### config.mk
export PLATFORM = sky130hd
export DESIGN_NAME = dram_mode_word_config
export DESIGN_NICKNAME = d
export VERILOG_FILES = /design/src/mode_word_pkg.sv /design/src/dram_mode_word_config.sv /design/src/pin_sync.sv /design/src/cmd_delay_line.sv
export SDC_FILE = /design/constraint.sdc
export NUM_CORES = 1
export LEC_CHECK = 0
export ABC_AREA = 0
export BUFFER_PORTS_ARGS = -buffer_cell sky130_fd_sc_hd__buf_2
export CORE_ASPECT_RATIO = 0.8
export CORE_UTILIZATION = 57
export DETAILED_ROUTE_END_ITERATION = 8
export GPL_TIMING_DRIVEN = 0
export PLACE_DENSITY = 0.8
export REMOVE_ABC_BUFFERS = 1
export SYNTH_ARGS = -nofsm -noshare
export SYNTH_HDL_FRONTEND = slang
export SYNTH_SLANG_ARGS = --single-unit
### constraint.sdc
create_clock -name i_clk_sys -period 4 [get_ports i_clk_sys]
set_clock_uncertainty 0.1 [all_clocks]
set_input_delay 0.2 -clock i_clk_sys [delete_from_list [all_inputs] [get_ports i_clk_sys]]
set_output_delay 0.2 -clock i_clk_sys [all_outputs]
set_load 0.01 [all_outputs]
### src/mode_word_pkg.sv
package mode_word_pkg;

  // ****************************************************************
  // Mode word layout.
  // ****************************************************************

  // Mode word width on the bank-group, bank and address pins.
  localparam int WORD_W = 22;
  // Target word select field.
  localparam int SEL_HI = 20;
  localparam int SEL_LO = 18;
  // Target word codes.
  localparam logic [2:0] SEL_SECOND = 3'h1;
  localparam logic [2:0] SEL_THIRD = 3'h2;
  localparam logic [2:0] SEL_SIXTH = 3'h5;
  localparam logic [2:0] SEL_FORBIDDEN = 3'h7;
  // Command line positions in the pin word; stored as zero.
  localparam int CMD_LINES_HI = 16;
  localparam int CMD_LINES_LO = 14;

  // ****************************************************************
  // Second mode word fields.
  // ****************************************************************

  localparam int DLL_EN_BIT = 0;
  localparam int DRV_HI = 2;
  localparam int DRV_LO = 1;
  localparam int AL_HI = 4;
  localparam int AL_LO = 3;
  localparam int EQ_BIT2 = 13;
  localparam int EQ_BIT1 = 6;
  localparam int EQ_BIT0 = 5;
  localparam int WLEV_BIT = 7;
  localparam int NOM_HI = 10;
  localparam int NOM_LO = 8;
  localparam int STROBE_TERM_BIT = 11;
  localparam int OUT_OFF_BIT = 12;

  // ****************************************************************
  // Third and sixth mode word fields.
  // ****************************************************************

  localparam int WR_TERM_HI = 11;
  localparam int WR_TERM_LO = 9;
  localparam int CRC_EN_BIT = 12;
  localparam int PARK_HI = 8;
  localparam int PARK_LO = 6;
  localparam int MASK_EN_BIT = 10;
  localparam int WR_INV_BIT = 11;
  localparam int RD_INV_BIT = 12;

  // ****************************************************************
  // Codes and reset values.
  // ****************************************************************

  // Reset value of every mode word.
  localparam logic [WORD_W-1:0] WORD_RESET = 22'h000000;
  // Termination code meaning off.
  localparam logic [2:0] TERM_OFF = 3'h0;
  // Added latency codes.
  localparam logic [1:0] AL_ZERO = 2'h0;
  localparam logic [1:0] AL_MINUS1 = 2'h1;
  localparam logic [1:0] AL_MINUS2 = 2'h2;
  // Driver strength codes.
  localparam logic [1:0] DRV_34 = 2'h0;
  localparam logic [1:0] DRV_48 = 2'h1;
  // Driver strength in ohms.
  localparam logic [5:0] OHM_34 = 6'h22;
  localparam logic [5:0] OHM_48 = 6'h30;
  // Link clock edges of write termination per write.
  localparam int WR_TERM_EDGES = 4;

  // Source of the termination currently applied.
  typedef enum logic [3:0] {
    TS_NONE = 4'h1,
    TS_PARK = 4'h2,
    TS_NOM = 4'h4,
    TS_WRITE = 4'h8
  } term_src_t;

endpackage : mode_word_pkg

### src/dram_mode_word_config.sv
`timescale 1ns/10ps

// ****************************************************************
// Mode word configuration of the memory device.
// ****************************************************************

// Operation
// - Writes work unlocked; write termination needs lock
// - Driver strength from second word bits 2:1
// - Nominal, write and park termination values
// - Write termination applies despite nominal off
// - Commands held by added latency internally
// - Latencies are added latency plus CAS delays
// - Added latency decodes zero, CL-1, CL-2
// - Equalizer code taken from bits 13,6,5
// - Bit 12 disables drivers and nominal, write and park termination
// - Strobe termination reaches strobe pins otherwise
// - Strobe termination excludes masking and inversion
// - Bits 20:18 select word; 111 forbidden
// - Third word bit 12 enables CRC
// - Driver strength 34 or 48 ohm
// - Second word bit 11 enables strobe termination
// - Second word bit 7 enters write leveling
module dram_mode_word_config
  import mode_word_pkg::*;
#(
  parameter int MAX_AL = 31,
  parameter bit HAS_STROBE_TERM_PINS = 1'b1
) (
  input wire logic i_clk_sys,
  input wire logic i_rst_n,
  input wire logic i_ck,
  input wire logic i_cke,
  input wire logic i_cs_n,
  input wire logic i_act_n,
  input wire logic i_ras_n,
  input wire logic i_cas_n,
  input wire logic i_we_n,
  input wire logic [1:0] i_bg,
  input wire logic [1:0] i_ba,
  input wire logic [17:0] i_addr,
  input wire logic i_termination_enable_pin,
  input wire logic [4:0] i_read_cas_delay,
  input wire logic [4:0] i_write_cas_delay,
  output logic [WORD_W-1:0] o_second_mode_word,
  output logic [WORD_W-1:0] o_third_mode_word,
  output logic [WORD_W-1:0] o_sixth_mode_word,
  output logic o_dll_enable,
  output logic [1:0] o_driver_strength,
  output logic [5:0] o_driver_ohm,
  output logic o_driver_enable,
  output logic [4:0] o_added_latency,
  output logic [5:0] o_read_latency,
  output logic [5:0] o_write_latency,
  output logic [2:0] o_receiver_equalizer,
  output logic o_write_level,
  output logic o_crc_enable,
  output logic o_strobe_term_en,
  output logic o_strobe_pin_term_en,
  output logic o_byte_write_mask_en,
  output logic o_write_inv_en,
  output logic o_read_inv_en,
  output logic [3:0] o_term_src,
  output logic [2:0] o_term_code,
  output logic o_rd_issue,
  output logic o_wr_issue,
  output logic o_forbidden_load
);

  // ****************************************************************
  // Pin synchronisation.
  // ****************************************************************

  localparam int PIN_W = 30; // Clock, gate, five command lines, 22 word bits, termination pin.

  logic [PIN_W-1:0] pins_raw; // Pin bundle before synchronisation.
  logic [PIN_W-1:0] pins; // Pin bundle after synchronisation.

  assign pins_raw = {i_ck, i_cke, i_cs_n, i_act_n, i_ras_n, i_cas_n, i_we_n,
                     i_bg, i_ba, i_addr, i_termination_enable_pin};

  // All pins pass three stages and the level register in step, keeping fields aligned.
  pin_sync #(
    .W(PIN_W)
  ) u_pin_sync (
    .i_clk_sys(i_clk_sys),
    .i_rst_n(i_rst_n),
    .i_pin(pins_raw),
    .o_level(pins)
  );

  logic ck_s; // Synchronised link clock.
  logic cs_n_s; // Synchronised chip select.
  logic act_n_s; // Synchronised activate line.
  logic ras_n_s; // Synchronised row line.
  logic cas_n_s; // Synchronised column line.
  logic we_n_s; // Synchronised write strobe line.
  logic [WORD_W-1:0] word_s; // Word carried by bank-group, bank and address pins.
  logic term_pin_s; // Synchronised termination enable pin.

  assign ck_s = pins[29];
  assign cs_n_s = pins[27];
  assign act_n_s = pins[26];
  assign ras_n_s = pins[25];
  assign cas_n_s = pins[24];
  assign we_n_s = pins[23];
  assign term_pin_s = pins[0];

  // Command lines share address positions 16:14; they are stored as zero.
  always_comb begin
    word_s = {pins[22:19], pins[18:1]};
    word_s[CMD_LINES_HI:CMD_LINES_LO] = 3'h0;
  end

  // ****************************************************************
  // Helper functions.
  // ****************************************************************

  // Takes a three-bit field out of a mode word.
  function automatic logic [2:0] field3(input logic [WORD_W-1:0] w, input int lo);
    field3 = w[lo+:3];
  endfunction : field3

  // Maps a driver strength code to ohms; reserved codes give zero.
  function automatic logic [5:0] drv_ohm(input logic [1:0] code);
    case (code)
      DRV_34: drv_ohm = OHM_34;
      DRV_48: drv_ohm = OHM_48;
      default: drv_ohm = 6'h00;
    endcase
  endfunction : drv_ohm

  // ****************************************************************
  // State.
  // ****************************************************************

  typedef struct packed {
    logic ck_prev; // Link clock level at the previous system edge.
    logic [WORD_W-1:0] second; // Second mode word.
    logic [WORD_W-1:0] third; // Third mode word.
    logic [WORD_W-1:0] sixth; // Sixth mode word.
    logic forbidden; // Pulse on a load using the forbidden select code.
    logic [2:0] wr_term_cnt; // Link edges of write termination left.
    term_src_t src; // Termination source applied.
    logic [2:0] term; // Termination code applied.
  } cfg_st_t;

  cfg_st_t st_q; // Registered state.
  cfg_st_t st_d; // Next state.

  initial begin
    if (MAX_AL < 1 || MAX_AL > 31) begin
      $error("MAX_AL must lie in 1..31");
    end
  end

  // ****************************************************************
  // Command decode.
  // ****************************************************************

  logic ck_rise; // One-cycle pulse at a rising link clock edge.
  logic cmd_sel; // Chip selected and not an activate.
  logic is_load; // Mode load command seen at this edge.
  logic is_rd; // Read command seen at this edge.
  logic is_wr; // Write command seen at this edge.
  logic [4:0] al; // Added latency in link clock cycles.
  logic rd_go; // Read released after the added latency.
  logic wr_go; // Write released after the added latency.
  logic dll_on; // Delay-locked loop enabled.

  assign ck_rise = ck_s & ~st_q.ck_prev;
  assign cmd_sel = ck_rise & ~cs_n_s & act_n_s;
  assign is_load = cmd_sel & ~ras_n_s & ~cas_n_s & ~we_n_s;
  assign is_rd = cmd_sel & ras_n_s & ~cas_n_s & we_n_s;
  assign is_wr = cmd_sel & ras_n_s & ~cas_n_s & ~we_n_s;
  assign dll_on = st_q.second[DLL_EN_BIT];

  // Added latency follows the read CAS delay; the reserved code acts as zero.
  always_comb begin
    case (st_q.second[AL_HI:AL_LO])
      AL_MINUS1: al = i_read_cas_delay - 5'h01;
      AL_MINUS2: al = i_read_cas_delay - 5'h02;
      default: al = 5'h00;
    endcase
  end

  // Reads and writes wait the added latency, counted in link clock edges; one whose delay exceeds MAX_AL is dropped.
  cmd_delay_line #(
    .MAX_DELAY(MAX_AL)
  ) u_cmd_delay_line (
    .i_clk_sys(i_clk_sys),
    .i_rst_n(i_rst_n),
    .i_step(ck_rise),
    .i_rd(is_rd),
    .i_wr(is_wr),
    .i_delay(al),
    .o_rd(rd_go),
    .o_wr(wr_go)
  );

  // ****************************************************************
  // Next state.
  // ****************************************************************

  // Stores loads, tracks write termination and picks the applied termination.
  always_comb begin
    logic [2:0] nom;
    logic [2:0] wrt;
    logic [2:0] park;
    nom = field3(st_q.second, NOM_LO);
    wrt = field3(st_q.third, WR_TERM_LO);
    park = field3(st_q.sixth, PARK_LO);
    st_d = st_q;
    st_d.ck_prev = ck_s;
    st_d.forbidden = 1'b0;
    // A load updates only the word it selects; other words keep their value.
    if (is_load) begin
      case (word_s[SEL_HI:SEL_LO])
        SEL_SECOND: st_d.second = word_s;
        SEL_THIRD: st_d.third = word_s;
        SEL_SIXTH: st_d.sixth = word_s;
        SEL_FORBIDDEN: st_d.forbidden = 1'b1;
        default: st_d.forbidden = 1'b0;
      endcase
    end
    // Write termination needs the loop locked; it counts on link edges.
    if (wr_go && dll_on && wrt != TERM_OFF) begin
      st_d.wr_term_cnt = 3'(WR_TERM_EDGES);
    end else if (ck_rise && st_q.wr_term_cnt != 3'h0) begin
      st_d.wr_term_cnt = st_q.wr_term_cnt - 3'h1;
    end
    // Output disable removes nominal, write and park termination, not strobe termination; write wins over nominal and park.
    if (st_q.second[OUT_OFF_BIT]) begin
      st_d.src = TS_NONE;
      st_d.term = TERM_OFF;
    end else if (st_q.wr_term_cnt != 3'h0) begin
      st_d.src = TS_WRITE;
      st_d.term = wrt;
    end else if (!term_pin_s) begin
      st_d.src = (park == TERM_OFF) ? TS_NONE : TS_PARK;
      st_d.term = park;
    end else begin
      st_d.src = (nom == TERM_OFF) ? TS_NONE : TS_NOM;
      st_d.term = nom;
    end
  end

  // Registers the state; synchronous active-low reset.
  always_ff @(posedge i_clk_sys) begin
    if (!i_rst_n) begin
      st_q.ck_prev <= 1'b0;
      st_q.second <= WORD_RESET;
      st_q.third <= WORD_RESET;
      st_q.sixth <= WORD_RESET;
      st_q.forbidden <= 1'b0;
      st_q.wr_term_cnt <= 3'h0;
      st_q.src <= TS_NONE;
      st_q.term <= TERM_OFF;
    end else begin
      st_q <= st_d;
    end
  end

  // ****************************************************************
  // Outputs.
  // ****************************************************************

  logic strobe_term; // Extra strobe termination enabled.

  assign strobe_term = st_q.second[STROBE_TERM_BIT];

  assign o_second_mode_word = st_q.second;
  assign o_third_mode_word = st_q.third;
  assign o_sixth_mode_word = st_q.sixth;
  assign o_dll_enable = dll_on;
  assign o_driver_strength = st_q.second[DRV_HI:DRV_LO];
  assign o_driver_ohm = drv_ohm(st_q.second[DRV_HI:DRV_LO]);
  assign o_driver_enable = ~st_q.second[OUT_OFF_BIT];
  assign o_added_latency = al;
  assign o_read_latency = {1'b0, al} + {1'b0, i_read_cas_delay};
  assign o_write_latency = {1'b0, al} + {1'b0, i_write_cas_delay};
  assign o_receiver_equalizer = {st_q.second[EQ_BIT2], st_q.second[EQ_BIT1],
                                 st_q.second[EQ_BIT0]};
  assign o_write_level = st_q.second[WLEV_BIT];
  assign o_crc_enable = st_q.third[CRC_EN_BIT];
  assign o_strobe_term_en = strobe_term & HAS_STROBE_TERM_PINS;
  assign o_strobe_pin_term_en = strobe_term & ~HAS_STROBE_TERM_PINS;
  // Shared pin: strobe termination blocks all; masking beats write inversion.
  assign o_byte_write_mask_en = ~strobe_term & st_q.sixth[MASK_EN_BIT];
  assign o_write_inv_en = ~strobe_term & ~st_q.sixth[MASK_EN_BIT]
                          & st_q.sixth[WR_INV_BIT];
  assign o_read_inv_en = ~strobe_term & st_q.sixth[RD_INV_BIT];
  assign o_term_src = st_q.src;
  assign o_term_code = st_q.term;
  assign o_rd_issue = rd_go;
  assign o_wr_issue = wr_go;
  assign o_forbidden_load = st_q.forbidden;

endmodule : dram_mode_word_config

### src/pin_sync.sv
`timescale 1ns/10ps

// Three-stage synchroniser for pins; a level counts once stages two and three agree.
module pin_sync #(
  parameter int W = 1
) (
  input wire logic i_clk_sys,
  input wire logic i_rst_n,
  input wire logic [W-1:0] i_pin,
  output logic [W-1:0] o_level
);

  // ****************************************************************
  // State.
  // ****************************************************************

  // All stages plus the accepted level.
  typedef struct packed {
    logic [W-1:0] s1;
    logic [W-1:0] s2;
    logic [W-1:0] s3;
    logic [W-1:0] lvl;
  } sync_st_t;

  sync_st_t st_q; // Registered state.
  sync_st_t st_d; // Next state.

  // Shifts the stages and takes bits on which stages two and three agree.
  always_comb begin
    st_d = st_q;
    st_d.s1 = i_pin;
    st_d.s2 = st_q.s1;
    st_d.s3 = st_q.s2;
    for (int i = 0; i < W; i++) begin
      if (st_q.s2[i] == st_q.s3[i]) begin
        st_d.lvl[i] = st_q.s3[i];
      end
    end
  end

  // Registers the state; synchronous active-low reset.
  always_ff @(posedge i_clk_sys) begin
    if (!i_rst_n) begin
      st_q <= '0;
    end else begin
      st_q <= st_d;
    end
  end

  assign o_level = st_q.lvl;

endmodule : pin_sync

### src/cmd_delay_line.sv
`timescale 1ns/10ps

// Holds read and write commands for a chosen number of link clock edges.
module cmd_delay_line #(
  parameter int MAX_DELAY = 31
) (
  input wire logic i_clk_sys,
  input wire logic i_rst_n,
  input wire logic i_step,
  input wire logic i_rd,
  input wire logic i_wr,
  input wire logic [4:0] i_delay,
  output logic o_rd,
  output logic o_wr
);

  // ****************************************************************
  // State.
  // ****************************************************************

  typedef struct packed {
    logic [MAX_DELAY-1:0] rd_sh;
    logic [MAX_DELAY-1:0] wr_sh;
    logic rd_out;
    logic wr_out;
  } dly_st_t;

  dly_st_t st_q; // Registered state.
  dly_st_t st_d; // Next state.

  initial begin
    if (MAX_DELAY < 1 || MAX_DELAY > 31) begin
      $error("MAX_DELAY must lie in 1..31");
    end
  end

  // On each step, slots move one closer; a new command lands at its delay slot.
  always_comb begin
    st_d = st_q;
    st_d.rd_out = 1'b0;
    st_d.wr_out = 1'b0;
    if (i_step) begin
      st_d.rd_sh = st_q.rd_sh >> 1;
      st_d.wr_sh = st_q.wr_sh >> 1;
      if (i_delay == 5'h00) begin
        st_d.rd_out = st_q.rd_sh[0] | i_rd;
        st_d.wr_out = st_q.wr_sh[0] | i_wr;
      end else begin
        st_d.rd_out = st_q.rd_sh[0];
        st_d.wr_out = st_q.wr_sh[0];
        if (int'(i_delay) <= MAX_DELAY) begin
          st_d.rd_sh[i_delay-5'h01] = st_d.rd_sh[i_delay-5'h01] | i_rd;
          st_d.wr_sh[i_delay-5'h01] = st_d.wr_sh[i_delay-5'h01] | i_wr;
        end
      end
    end
  end

  // Registers the state; synchronous active-low reset.
  always_ff @(posedge i_clk_sys) begin
    if (!i_rst_n) begin
      st_q <= '0;
    end else begin
      st_q <= st_d;
    end
  end

  assign o_rd = st_q.rd_out;
  assign o_wr = st_q.wr_out;

endmodule : cmd_delay_line

==> results.tsv <==
stage	metric	value	unit
run_status	outcome	complete, no violations	
drt	Vias/cell	5.81	
synth	Seq/Total Area, Yosys	44.7	%
clock_network	CTS Buffer Depth	3	
global_routing	pin count of the biggest net entering global routing	158	
sta	period utilisation layout	95.2	%
synth	Post-Syn Instances	1156	
power	Pleak	4.83	nW
synth	top-count cell post-synth	dfxtp_1	
synth	synth warn	0	
setup_path	RR Startpoint	o_second_mode_word[3]	
job	# Max-Cap Violations	0	
synth	Avg Cell Area, Syn	9.17	sq um
sta	final-report max-slew violation count	0	
global_routing	vias in the first global route	7258	
drt	DRC errors left	0	
drt	via count	8477	
sta	Fin. Hold Viols	0	
floorplanning	Initial Util	58.4	%
synth	Synth area leader	dfxtp_1	
synth	top cell type's share of synthesized area	44.7	%
global_routing	first-pass GRT wire length	37.0	mm
worst_hold_path	Hold EP	o_second_mode_word[18]	
floorplanning	FP Rows	44	
drt	Iteration-0 DRC Markers	976	
drt	Post-DRT Antenna Nets	0	
worst_hold_path	hold path startpoint	i_rst_n	
final_layout	layout cells sized above 1	18.9	%
synth	main area contributors after synthesis	dfxtp_1, buf_4, nand2_1, a21boi_0, and2_1	
placement	HPWL Detailed	15.3	mm
synth	ys async rst share	0	%
drt	routed length per instance	16.6	microns
drt	drt pass-1 iters	6	
setup_path	required time of the critical path	4.29	ns
synth	Primary FF master, synth	dfxtp_1	
placement	IO buf count	137	
setup_path	crit path max fanout	13	
drt	met2 WL	11.0	mm
drt	met3 routed WL	1.70	mm
sta	setup ws final	0.191	ns
clock_network	total CTS buffers	23	
setup_path	Setup CP Type	register to register	
setup_path	crit path capture type	register	
setup_path	flop2flop setup slack	0.19	ns
sta	relative slew slack	33.5	%
floorplanning	die span in y	124	microns
clock_network	H-tree depth	1	
sta	Fmax	0.263	GHz
clock_network	clk sinks	237	
worst_hold_path	min-delay worst type	input port to register	
sta	min Tclk post-route	3.81	ns
setup_path	CP Data Arrival Time	4.10	ns
final_layout	P&R area growth vs syn	13.3	%
global_routing	initial antenna violation count	0	
synth	area of the mapped netlist	10600	sq um
worst_hold_path	Hold Path Stages	2	
clock_network	Clock Root Buffer	clkbuf_16	
synth	EDFF count, synth	0	
floorplanning	IO Pins	155	
drt	M1 WL	11.1	mm
power	VDD IR-drop max	329	uV
setup_path	startpoint type of the worst setup path	register	
synth	Netlist cell types	68	
clock_network	CTS tree	built	
placement	Final GP Congestion	0.889	
floorplanning	Die ar.	19200	sq um
global_routing	Remaining Overflow, GRT	0	
setup_path	r2r worst-path depth	10	
drt	Detailed Route WL	24.2	mm
final_layout	final net count	1278	
power	Power Dens Cells	401	nW/um^2
sta	Final setup viols	0	
synth	flops & latches, synth	237	
clock_network	Clk pin slew, worst setup/hold paths	0.06	ns
setup_path	reg2reg end	u_cmd_delay_line.st_q[35]	
sta	setup_tns	0	ns
final_layout	# diodes	0	
drt	highest routed layer	met4	
global_routing	GRT Total Usage	23.8	%
floorplanning	chip width	155	microns
clock_network	clock latency at the later pin of the worst-skew pair	0.52	ns
sta	Slew @ Worst Pin	0.995	ns
synth	leading post-synthesis cells by instance count	dfxtp_1, nand2_1, and2_1	
floorplanning	Core Area	18200	sq um
placement	dpl ws	-1.06	ns
==> worst max-delay path: stages (launching register included) <==
cell and delay (ns):
dfxtp_1 0.37, inv_1 0.06, ha_1 0.50, nor3b_1 0.16, a31oi_4 0.39, nand3_1 0.38, xnor2_4 0.55, mux2_2 0.40
a211o_1 0.39, nand2_4 0.25, o221ai_1 0.14
==> routing by layer <==
layer	global-route usage [%]	up-vias
li1	-	4055
met1	34.3	4010
met2	36.9	371
met3	4.07	41
met4	5.88	0
met5	0	-
==> state kept, by name, summed over array words and instances (netlist names) <==
| register | flops |
|---|---|
| u_pin_sync.o_level | 26 |
| u_pin_sync.st_q | 26 |
| st_q | 4 |
| o_sixth_mode_word | 19 |
| o_second_mode_word | 19 |
| o_term_src | 4 |
| u_cmd_delay_line.o_rd | 1 |
| o_third_mode_word | 19 |
| u_pin_sync.st_d | 52 |
| o_forbidden_load | 1 |
| u_cmd_delay_line.st_q | 62 |
| o_term_code | 3 |
| u_cmd_delay_line.o_wr | 1 |
==> cell type report <==
| class | count | area [sq um] |
|---|---|---|
| clock buffer | 32 | 649 |
| clock inverter | 10 | 154 |
| fill | 1373 | 6150 |
| inverter | 23 | 86.3 |
| multi-input combinational | 757 | 5030 |
| sequential | 237 | 4740 |
| tap | 230 | 288 |
| timing repair buffer | 171 | 1070 |
==> how the worst max path moves through the flow <==
stage                           start                         to  slack [ns]  cells after the start
6_report        o_second_mode_word[3]  u_cmd_delay_line.st_q[35]        0.19                     10
5_1_grt         o_second_mode_word[3]  u_cmd_delay_line.st_q[35]       -0.03                     10
4_1_cts         o_second_mode_word[4]  u_cmd_delay_line.st_q[19]        0.01                     12
3_5_place_dp    o_second_mode_word[4]  u_cmd_delay_line.st_q[52]       -1.06                     11
3_3_place_gp   u_pin_sync.o_level[29]  u_cmd_delay_line.st_q[50]       -2.03                      6
2_1_floorplan  u_pin_sync.o_level[29]  u_cmd_delay_line.st_q[50]       -0.40                      6
==> through the flow <==
stage	hold slack, ns	total power [mW]	instances	utilization [%]	area, sq um
6_report	0.0400	4.83	1460	66.2	12000
5_1_grt	0.0488	4.97	1460	66.2	12000
4_1_cts	0.0206	4.85	1457	65.7	11900
3_5_place_dp	0.308	2.59	1389	59.6	10800
3_3_place_gp	0.305	2.58	1384	58.9	10700
2_1_floorplan	0.199	2.52	1017	-	9730
==> kinds of logic (layout without fill, tap and decap cells) <==
kind of cell / count (synthesis) / in the layout / share of synthesized area (%)
compound gates: 246 / 246 / 16.4
xor+xnor: 12 / 12 / 0.991
fa+ha+maj: 23 / 23 / 2.86
buf+inv: 174 / 236 / 9.47
flops: 237 / 237 / 44.7
mux: 39 / 39 / 5.36
other cells: 1 / 13 / 0.0354
simple gates: 424 / 424 / 20.2
==> placed cells by master (no fill, tap or decap), types with 4 or more instances in the layout <==
| cell | n |
|---|---|
| a211oi_1 | 14 |
| o211ai_2 | 8 |
| mux4_2 | 14 |
| o21ai_1 | 4 |
| dfxtp_1 | 237 |
| o221ai_1 | 12 |
| o21ai_0 | 55 |
| o22ai_1 | 15 |
| conb_1 | 13 |
| inv_1 | 23 |
| a21oi_1 | 22 |
| clkbuf_1 | 5 |
| o21a_1 | 5 |
| nand4_1 | 24 |
| and3_1 | 14 |
| a31oi_1 | 5 |
| buf_2 | 136 |
| clkbuf_8 | 4 |
| nand2_1 | 161 |
| xnor2_1 | 7 |
| nor3_1 | 30 |
| clkinv_2 | 4 |
| nor2b_1 | 8 |
| a21boi_0 | 75 |
| mux2i_1 | 23 |
| and2_1 | 86 |
| dlygate4sd3_1 | 26 |
| nor2_1 | 36 |
| ha_1 | 19 |
| clkbuf_16 | 23 |
| nor4_1 | 8 |
| nor3b_1 | 4 |
| nand3_1 | 28 |
| nand2b_1 | 6 |
==> power breakdown <==
group | leakage (nW) | total [mW] | switching (mW) | internal, mW
combinational | 2.51 | 0.148 | 0.0752 | 0.0730
clock | 0.393 | 2.27 | 0.925 | 1.35
sequential | 1.92 | 2.41 | 0.0134 | 2.39
total | 4.83 | 4.83 | 1.01 | 3.81
==> what timing repair did <==
item | 4_1_cts | 5_1_grt
pin swaps | 0 | 1
resized for setup | 10 | 9
hold buffers | 26 | 0
endpoints found under the hold margin | 26 | 0
endpoints found under the setup margin | 67 | 53
buffers inserted | 0 | 3
(Power assumes the default switching activity.)
